==> config.mk <==
export PLATFORM = sky130hd
export DESIGN_NAME = plc_modem_config_and_tx_timeout
export DESIGN_NICKNAME = d
export VERILOG_FILES = /design/src/plc_cfg_pkg.sv /design/src/plc_modem_config_and_tx_timeout.sv
export SDC_FILE = /design/constraint.sdc
export NUM_CORES = 1
export LEC_CHECK = 0
export BUFFER_PORTS_ARGS = -buffer_cell sky130_fd_sc_hd__buf_2
export CAP_MARGIN = 20
export CORE_UTILIZATION = 30
export DETAILED_ROUTE_END_ITERATION = 10
export SYNTH_ARGS = -nofsm -noshare
export SYNTH_HDL_FRONTEND = slang
export SYNTH_SLANG_ARGS = --single-unit
==> constraint.sdc <==
create_clock -name i_clk -period 3.5 [get_ports i_clk]
set_clock_uncertainty 0.2 [all_clocks]
set_input_delay 0.525 -clock i_clk [delete_from_list [all_inputs] [get_ports i_clk]]
set_output_delay 0.525 -clock i_clk [all_outputs]
set_load 0.1 [all_outputs]
==> src/plc_cfg_pkg.sv <==
// Package for the modem configuration word and transmit time-out supervisor.
// Assumes a single 200 MHz system clock drives every user of these constants.
package plc_cfg_pkg;

    // Layout of the 24-bit configuration word, most significant field first.
    typedef struct packed {
        logic       prefilter_en;   // Bit 23.
        logic       high_sens;      // Bit 22.
        logic       reserved_21;    // Bit 21.
        logic [3:0] unused_20_17;   // Bits 20:17.
        logic [1:0] mclk_sel;       // Bits 16:15.
        logic       async_mode;     // Bit 14.
        logic [1:0] detect_method;  // Bits 13:12.
        logic       zc_sync;        // Bit 11.
        logic [1:0] detect_time;    // Bits 10:9.
        logic [1:0] timeout_flag_sel;       // Bits 8:7.
        logic       watchdog_en;    // Bit 6.
        logic       deviation;      // Bit 5.
        logic [1:0] baud_sel;       // Bits 4:3.
        logic [2:0] freq_sel;       // Bits 2:0.
    } cfg_t;

    // Value after reset: every field at its default setting.
    localparam logic [23:0] CFG_RESET = 24'h1362d7;

    // Detection method codes.
    localparam logic [1:0] DET_CARRIER      = 2'h0;
    localparam logic [1:0] DET_CARRIER_COND = 2'h1;
    localparam logic [1:0] DET_PREAMBLE     = 2'h2;
    localparam logic [1:0] DET_PREAMB_COND  = 2'h3;

    // Master clock ratio codes.
    localparam logic [1:0] MCLK_DIV1 = 2'h0;
    localparam logic [1:0] MCLK_DIV2 = 2'h1;
    localparam logic [1:0] MCLK_DIV4 = 2'h2;

    // Time-out selection codes.
    localparam logic [1:0] TIMEOUT_FLAG_OFF   = 2'h0;
    localparam logic [1:0] TIMEOUT_FLAG_SHORT = 2'h1;
    localparam logic [1:0] TIMEOUT_FLAG_LONG  = 2'h2;

    // Times in their own units, and the clock rate.
    localparam int unsigned CLK_KHZ       = 200000;
    localparam int unsigned TIMEOUT_FLAG_SHORT_MS = 1000;
    localparam int unsigned TIMEOUT_FLAG_LONG_MS  = 3000;
    localparam int unsigned TIMEOUT_FLAG_HOLD_MS  = 125;

    // Cycle counts derived from the times.
    localparam int unsigned TIMEOUT_FLAG_SHORT_CYC = TIMEOUT_FLAG_SHORT_MS * CLK_KHZ;
    localparam int unsigned TIMEOUT_FLAG_LONG_CYC  = TIMEOUT_FLAG_LONG_MS * CLK_KHZ;
    localparam int unsigned TIMEOUT_FLAG_HOLD_CYC  = TIMEOUT_FLAG_HOLD_MS * CLK_KHZ;

    // Width of the time-out counters.
    localparam int unsigned TCNT_W = 30;

    // Supervisor states.
    typedef enum logic [1:0] {
        ST_RUN  = 2'b01,
        ST_LOCK = 2'b10
    } timeout_flag_state_t;

endpackage

==> src/plc_modem_config_and_tx_timeout.sv <==
// Configuration word upper fields, receive output conditioning, band-occupied
// qualification, master clock divider and the transmit time-out supervisor.
// Assumes all inputs are synchronous to i_clk and the word is written whole
// through the parallel write strobe by the serial front end.
`timescale 1ns/1ps
`default_nettype none

// Operation
// - Code 00: carrier reported on indicator, receive clock and data pass freely.
// - Code 01: receive clock and data forced low without carrier.
// - Code 10, default: preamble reported, receive clock and data pass freely.
// - Code 11: preamble reported, outputs low until preamble found or on unlock.
// - Bit 14 selects synchronous (0) or asynchronous (1) interface, default asynchronous.
// - Bits 16:15 select master clock ratio full, half, quarter; default quarter.
// - Bit 22 selects normal (0) or high (1) sensitivity, default normal.
// - Bit 23 enables the receive pre-filter, default disabled.
// - Band-occupied output high while an in-band signal is seen.
// - Band-occupied is qualified by the internal carrier detect.
// - Enabled time-out forces receive after 1 s or 3 s of transmission.
// - Time-out flag goes high and stays high at least 125 ms.
// - During time-out only register access or reception are allowed.
// - Both selects low at reset enter the lock; host then selects receive.
// - Bits 8:7 set the time-out duration and enable.
module plc_modem_config_and_tx_timeout #(
    parameter int unsigned TIMEOUT_FLAG_SHORT_CYC = plc_cfg_pkg::TIMEOUT_FLAG_SHORT_CYC,
    parameter int unsigned TIMEOUT_FLAG_LONG_CYC  = plc_cfg_pkg::TIMEOUT_FLAG_LONG_CYC,
    parameter int unsigned TIMEOUT_FLAG_HOLD_CYC  = plc_cfg_pkg::TIMEOUT_FLAG_HOLD_CYC
) (
    // Clock and reset.
    input  wire logic        i_clk,
    input  wire logic        i_rst,
    // Configuration word access.
    input  wire logic        i_cfg_wr,
    input  wire logic [23:0] i_cfg_wdata,
    output logic      [23:0] o_cfg_word,
    // Host control pins.
    input  wire logic        i_direction_select,
    input  wire logic        i_reg_access_select,
    // Receive front end.
    input  wire logic        i_carrier_raw,
    input  wire logic        i_preamble_found,
    input  wire logic        i_pll_locked,
    input  wire logic        i_inband_detect,
    input  wire logic        i_rx_bit_clock_raw,
    input  wire logic        i_rx_data_raw,
    // Receive outputs to host.
    output logic             o_carrier_detect_indicator_n,
    output logic             o_rx_tx_bit_clock,
    output logic             o_rx_data,
    output logic             o_band_occupied,
    // Time-out and transmit control.
    output logic             o_timeout_flag,
    output logic             o_tx_enable,
    // Settings to the analog and interface blocks.
    output logic             o_sync_mode,
    output logic             o_high_sensitivity,
    output logic             o_prefilter_enable,
    output logic             o_mclk
);

    plc_cfg_pkg::cfg_t           cfg_q;
    plc_cfg_pkg::timeout_flag_state_t    state_q;
    logic [plc_cfg_pkg::TCNT_W-1:0] tx_cnt_q;
    logic [plc_cfg_pkg::TCNT_W-1:0] hold_cnt_q;
    logic [plc_cfg_pkg::TCNT_W-1:0] tx_limit;
    logic                        timeout_flag_en;
    logic                        tx_expired;
    logic                        hold_done;
    logic                        rst_prev_q;
    logic                        strap_lock;
    logic                        rx_gate;
    logic                        detect_src;
    logic [1:0]                  div_cnt_q;
    logic [1:0]                  mclk_sel_q;
    logic [1:0]                  div_last;

    // Configuration word storage; bits 21:17 are kept as written since the
    // host is trusted to write their defaults back.
    always_ff @(posedge i_clk) begin
        if (i_rst) begin
            cfg_q <= plc_cfg_pkg::cfg_t'(plc_cfg_pkg::CFG_RESET);
        end else if (i_cfg_wr) begin
            cfg_q <= plc_cfg_pkg::cfg_t'(i_cfg_wdata);
        end
    end

    // Read-back and static settings straight from flops.
    always_ff @(posedge i_clk) begin
        if (i_rst) begin
            o_cfg_word         <= plc_cfg_pkg::CFG_RESET;
            o_sync_mode        <= 1'b0;
            o_high_sensitivity <= 1'b0;
            o_prefilter_enable <= 1'b0;
        end else begin
            o_cfg_word         <= cfg_q;
            o_sync_mode        <= ~cfg_q.async_mode;
            o_high_sensitivity <= cfg_q.high_sens;
            o_prefilter_enable <= cfg_q.prefilter_en;
        end
    end

    // Choose what the indicator reports and when receive outputs are gated.
    always_comb begin
        detect_src = cfg_q.detect_method[1] ? i_preamble_found : i_carrier_raw;
        unique case (cfg_q.detect_method)
            plc_cfg_pkg::DET_CARRIER:      rx_gate = 1'b1;
            plc_cfg_pkg::DET_CARRIER_COND: rx_gate = i_carrier_raw;
            plc_cfg_pkg::DET_PREAMBLE:     rx_gate = 1'b1;
            plc_cfg_pkg::DET_PREAMB_COND:  rx_gate = i_preamble_found & i_pll_locked;
        endcase
    end

    // Receive outputs; the indicator is low while something is detected.
    always_ff @(posedge i_clk) begin
        if (i_rst) begin
            o_carrier_detect_indicator_n <= 1'b1;
            o_rx_tx_bit_clock            <= 1'b0;
            o_rx_data                    <= 1'b0;
        end else begin
            o_carrier_detect_indicator_n <= ~detect_src;
            o_rx_tx_bit_clock            <= i_rx_bit_clock_raw & rx_gate;
            o_rx_data                    <= i_rx_data_raw & rx_gate;
        end
    end

    // Band-occupied is masked by carrier detect so noise alone cannot raise it.
    always_ff @(posedge i_clk) begin
        if (i_rst) begin
            o_band_occupied <= 1'b0;
        end else begin
            o_band_occupied <= i_inband_detect & i_carrier_raw;
        end
    end

    // Master clock divider. A new ratio is taken only when the counter wraps
    // with the output high, so no short or stretched half period is ever emitted.
    always_comb begin
        unique case (mclk_sel_q)
            plc_cfg_pkg::MCLK_DIV1: div_last = 2'h0;
            plc_cfg_pkg::MCLK_DIV2: div_last = 2'h1;
            default:                div_last = 2'h3;
        endcase
    end

    always_ff @(posedge i_clk) begin
        if (i_rst) begin
            div_cnt_q  <= 2'h0;
            o_mclk     <= 1'b0;
            mclk_sel_q <= plc_cfg_pkg::MCLK_DIV4;
        end else if (div_cnt_q == div_last) begin
            div_cnt_q <= 2'h0;
            o_mclk    <= ~o_mclk;
            // Code 11 is unused; hold the previous ratio rather than guess.
            if (o_mclk && cfg_q.mclk_sel != 2'h3) begin
                mclk_sel_q <= cfg_q.mclk_sel;
            end
        end else begin
            div_cnt_q <= div_cnt_q + 2'h1;
        end
    end

    // Time-out enable and limit from bits 8:7; code 11 leaves it disabled.
    always_comb begin
        timeout_flag_en    = (cfg_q.timeout_flag_sel == plc_cfg_pkg::TIMEOUT_FLAG_SHORT) ||
                     (cfg_q.timeout_flag_sel == plc_cfg_pkg::TIMEOUT_FLAG_LONG);
        tx_limit   = (cfg_q.timeout_flag_sel == plc_cfg_pkg::TIMEOUT_FLAG_LONG) ?
                     plc_cfg_pkg::TCNT_W'(TIMEOUT_FLAG_LONG_CYC - 1) :
                     plc_cfg_pkg::TCNT_W'(TIMEOUT_FLAG_SHORT_CYC - 1);
        tx_expired = timeout_flag_en && (tx_cnt_q == tx_limit);
        hold_done  = (hold_cnt_q == plc_cfg_pkg::TCNT_W'(TIMEOUT_FLAG_HOLD_CYC - 1));
        strap_lock = rst_prev_q && !i_direction_select && !i_reg_access_select;
    end

    // The selects are sampled in the first cycle after reset release, which
    // keeps the reset branch free of port values.
    always_ff @(posedge i_clk) begin
        rst_prev_q <= i_rst;
    end

    // Transmission time counter: runs only during transmit in the run state.
    always_ff @(posedge i_clk) begin
        if (i_rst || i_direction_select || !timeout_flag_en || state_q != plc_cfg_pkg::ST_RUN) begin
            tx_cnt_q <= '0;
        end else if (!tx_expired) begin
            tx_cnt_q <= tx_cnt_q + 1'b1;
        end
    end

    // Lock hold counter: saturates once the minimum flag time has elapsed.
    always_ff @(posedge i_clk) begin
        if (i_rst || state_q != plc_cfg_pkg::ST_LOCK) begin
            hold_cnt_q <= '0;
        end else if (!hold_done) begin
            hold_cnt_q <= hold_cnt_q + 1'b1;
        end
    end

    // Supervisor: lock on expiry or on the reset strap, and release only after
    // the hold time with receive requested.
    always_ff @(posedge i_clk) begin
        if (i_rst) begin
            state_q <= plc_cfg_pkg::ST_RUN;
        end else begin
            unique case (state_q)
                plc_cfg_pkg::ST_RUN: begin
                    if (tx_expired || strap_lock) begin
                        state_q <= plc_cfg_pkg::ST_LOCK;
                    end
                end
                plc_cfg_pkg::ST_LOCK: begin
                    if (hold_done && i_direction_select) begin
                        state_q <= plc_cfg_pkg::ST_RUN;
                    end
                end
                default: state_q <= plc_cfg_pkg::ST_RUN;
            endcase
        end
    end

    // Flag follows the state one cycle later; transmit permission drops on the same edge that enters the lock.
    always_ff @(posedge i_clk) begin
        if (i_rst) begin
            o_timeout_flag <= 1'b0;
            o_tx_enable    <= 1'b0;
        end else begin
            o_timeout_flag <= (state_q == plc_cfg_pkg::ST_LOCK);
            o_tx_enable    <= (state_q == plc_cfg_pkg::ST_RUN) &&
                              !i_direction_select && !tx_expired && !strap_lock;
        end
    end

endmodule

`default_nettype wire

==> metrics.csv <==
stage;metric;value;unit
sta;relSlewSlack;0.511;
synth;synth_nets;565;
final_layout;area_growth;22.6;%
routing;first_pass_iters;4;
synth;yosysWarnings;0;
synth;synth-simple-area-share;0.286;
critical_path;crit_type;flip-flop to flip-flop;
global_routing;antenna_found_initial;0;
die;initial_core_util;0.311;
synth;muxShareOfSynthArea;0.0522;
synth;netlist_area;0.00499;mm^2
critical_path;worstReg2RegStart;tx_cnt_q[0];
sta;setup_viol;0;
final_layout;stdcell_count;818;
clock_tree;cts_tree;built;
routing;drc;0;
sta;fmax;385;MHz
global_routing;grt_pass1_vias;3812;
place;io_buffers;68;
critical_path;end_kind;flip-flop;
critical_path;cp.required;3.63;ns
sta;finalSetupTns;0;ns
global_routing;grt_pass1_wl;17900;um
worst_hold_path;hold_depth;2;
power_and_ir_drop;p_leak;0.00221;uW
clock_tree;cts.sinks;123;
synth;synth_ff_type;dfxtp_1;
synth;syn_avg_cell_area;9.47;um^2
die;rows;46;
routing;antenna_left;0;
routing;wl_per_cell;12.6;um
clock_tree;cts-htree-levels;4;
synth;synth_top_family_by_area;simple AND/OR/NAND/NOR gates;
final_layout;drive_gt1_frac;0.234;
clock_tree;cts_root_buf;clkbuf_16;
critical_path;reg2regPathDepth;6;
power_and_ir_drop;peakVddDrop;0.291;mV
place;placed_cells;787;
clock_tree;clk_pin_slew;0.06;ns
synth;ys_seq_area_frac;0.494;
sta;drv_slew;0;
place;routabilityCongestion;0.768;
synth;syn_inst;527;
routing;drt_wl_total;10300;um
global_routing;grt_use_total;0.134;
sta;hold_viol;0;
synth;ys_types;50;
clock_tree;cts_made_buffers;17;
clock_tree;cts.repair.resized;0;
synth;synth_compound_area_frac;0.0421;
status;status;finished, final reports clean;
sta;period_share;0.743;
power_and_ir_drop;powerDensity;578;mW/mm^2
global_routing;gr-total-overflow;0;
clock_tree;post_cts_buffers;0;
routing;via_per_inst;4.72;
synth;synth_edf_count;0;
routing;via_count;3860;
die;die_w;131;um
place;place_hpwl;7050;um
global_routing;grt_max_degree;44;
worst_hold_path;hold_class;input pin to flip-flop;
synth;synthTopCellsByArea;dfxtp_1 49%, xnor2_1 5.6%, mux2i_1 5.2%;
clock_tree;clockBufferDepth;2;
synth;yosys.area.top_type;dfxtp_1;
critical_path;endpoint;tx_cnt_q[13];
job;cap_violations;0;
final_layout;fin_nets;628;
synth;synth_fa_ha_area_frac;0.00752;
die;die_y;131;um
clock_tree;cts-hold-fix-buffers;0;
critical_path;crit_fanout;21;
die;ios;69;
critical_path;crit_start;tx_cnt_q[0];
synth;yosysTopAreaCellShare;0.494;
critical_path;arrival;2.73;ns
die;die-area;0.0171;mm^2
final_layout;diodes;0;
critical_path;timing.rr.end;tx_cnt_q[13];
sta;min_period;2.60;ns
final_layout;final_util;0.381;
die;core;0.0161;mm^2
sta;worst_pin_slew;0.733;ns
synth;synthXorXnorAreaFrac;0.0790;
critical_path;reg2reg_setup_slack;0.90;ns
synth;async_reset_ff_frac;0;
final_layout;nFillCells;1583;
clock_tree;clk_latency;0.41;ns
synth;ys_seq_elements;123;
sta;rsz0062_at_grt;false;
routing;first_iter_violations;200;
critical_path;startpoint_type;flip-flop;
-- cells in the mapped netlist (2+ instances only) --
library cell / count
nand3_1: 24
buf_2: 3
mux2i_1: 26
a21oi_1: 14
nor4b_1: 3
or3_1: 16
nand3_2: 2
and2_1: 3
nor2_2: 3
nand4_2: 2
nor4_2: 7
clkbuf_1: 13
nor3_2: 8
buf_4: 5
dfxtp_1: 123
o31ai_1: 2
nand3b_1: 2
or2_2: 12
inv_1: 16
xor2_1: 13
buf_1: 4
a31oi_1: 2
nor4_1: 7
nand2b_1: 2
o211ai_1: 3
inv_2: 2
ha_1: 3
nor3_1: 16
nor2_1: 64
nor3b_1: 2
or4_1: 4
and4_1: 5
o21ai_1: 9
xnor2_1: 32
nor2b_1: 12
and3_1: 4
o21ai_0: 4
nand2_1: 34
nand4_1: 10
-- cells by family after synthesis --
| group | count (synthesis) |
|---|---|
| adders and majority gates | 3 |
| AOI/OAI and AO/OA | 37 |
| muxes | 26 |
| and+or+nand+nor | 249 |
| DFF | 123 |
| xor gates and xnor gates | 45 |
| buffers and inverters | 44 |
-- final cells by class --
type / instances / area [um^2] / share of cell area
clock buffers: 18 / 439 / 0.0718
clock inverters: 13 / 193 / 0.0315
inverters: 18 / 67.6 / 0.0110
multi-input cells: 360 / 2330 / 0.381
flip-flops and latches: 123 / 2460 / 0.402
well taps: 216 / 270 / 0.0442
repair buffers: 70 / 355 / 0.0581
-- worst max-delay path, stage by stage (launching register included) --
cell and delay (ns):
dfxtp_1 0.42, ha_1 0.32, nor4bb_1 0.30, nand4_1 0.12, and4bb_1 0.78, and3b_1 0.25, nor3_1 0.14
-- per-layer routing --
layer	vias up	GRT usage	wire length (um)
met5	-	0	0
met4	0	0.0494	141
met3	11	0.0546	688
met2	89	0.214	4800
met1	1814	0.160	4710
li1	1946	-	-
-- cells in the final DEF (no fill, tap or decap), drive strengths merged, types with 15 or more instances in the layout --
master / n
buf: 70
clkbuf: 18
dfxtp: 123
inv: 20
mux2i: 26
nand2: 34
nand3: 26
nor2: 67
nor3: 24
nor4: 15
or3: 16
xnor2: 32
-- where the power goes --
part / switching, uW / internal [uW] / leakage (uW) / total (uW)
Sequential: 19.3 / 1440 / 0.00100 / 1460
Clock: 628 / 1210 / 0.000303 / 1840
Combinational: 180 / 59.4 / 0.000908 / 239
Total: 827 / 2710 / 0.00221 / 3540
-- per-stage QoR --
step	total power, uW	worst slack [ns]	hold WS, ns	cell area (um^2)
5_1_grt	3670	0.630	0.0994	6120
6_report	3540	0.901	0.116	6120
3_3_place_gp	1720	0.934	0.225	5490
4_1_cts	3580	0.914	0.106	6120
2_1_floorplan	1670	1.36	0.203	4990
3_5_place_dp	1730	0.874	0.230	5490
-- registers in the layout (all words and copies together) (netlist names), 2 cells and up --
register,cells
div_cnt_q,2
state_q,2
hold_cnt_q,30
mclk_sel_q,2
cfg_q,24
o_cfg_word,24
tx_cnt_q,30
-- worst min-delay path by stage --
stage / slack [ns] / startpoint / to
3_3_place_gp: 0.23 / cfg_q[6] / o_cfg_word[6]
2_1_floorplan: 0.20 / cfg_q[14] / o_sync_mode
4_1_cts: 0.11 / i_rx_bit_clock_raw / o_rx_tx_bit_clock
5_1_grt: 0.1 / i_rx_bit_clock_raw / o_rx_tx_bit_clock
3_5_place_dp: 0.23 / cfg_q[2] / o_cfg_word[2]
6_report: 0.12 / i_rx_bit_clock_raw / o_rx_tx_bit_clock
(Power assumes the default switching activity.)
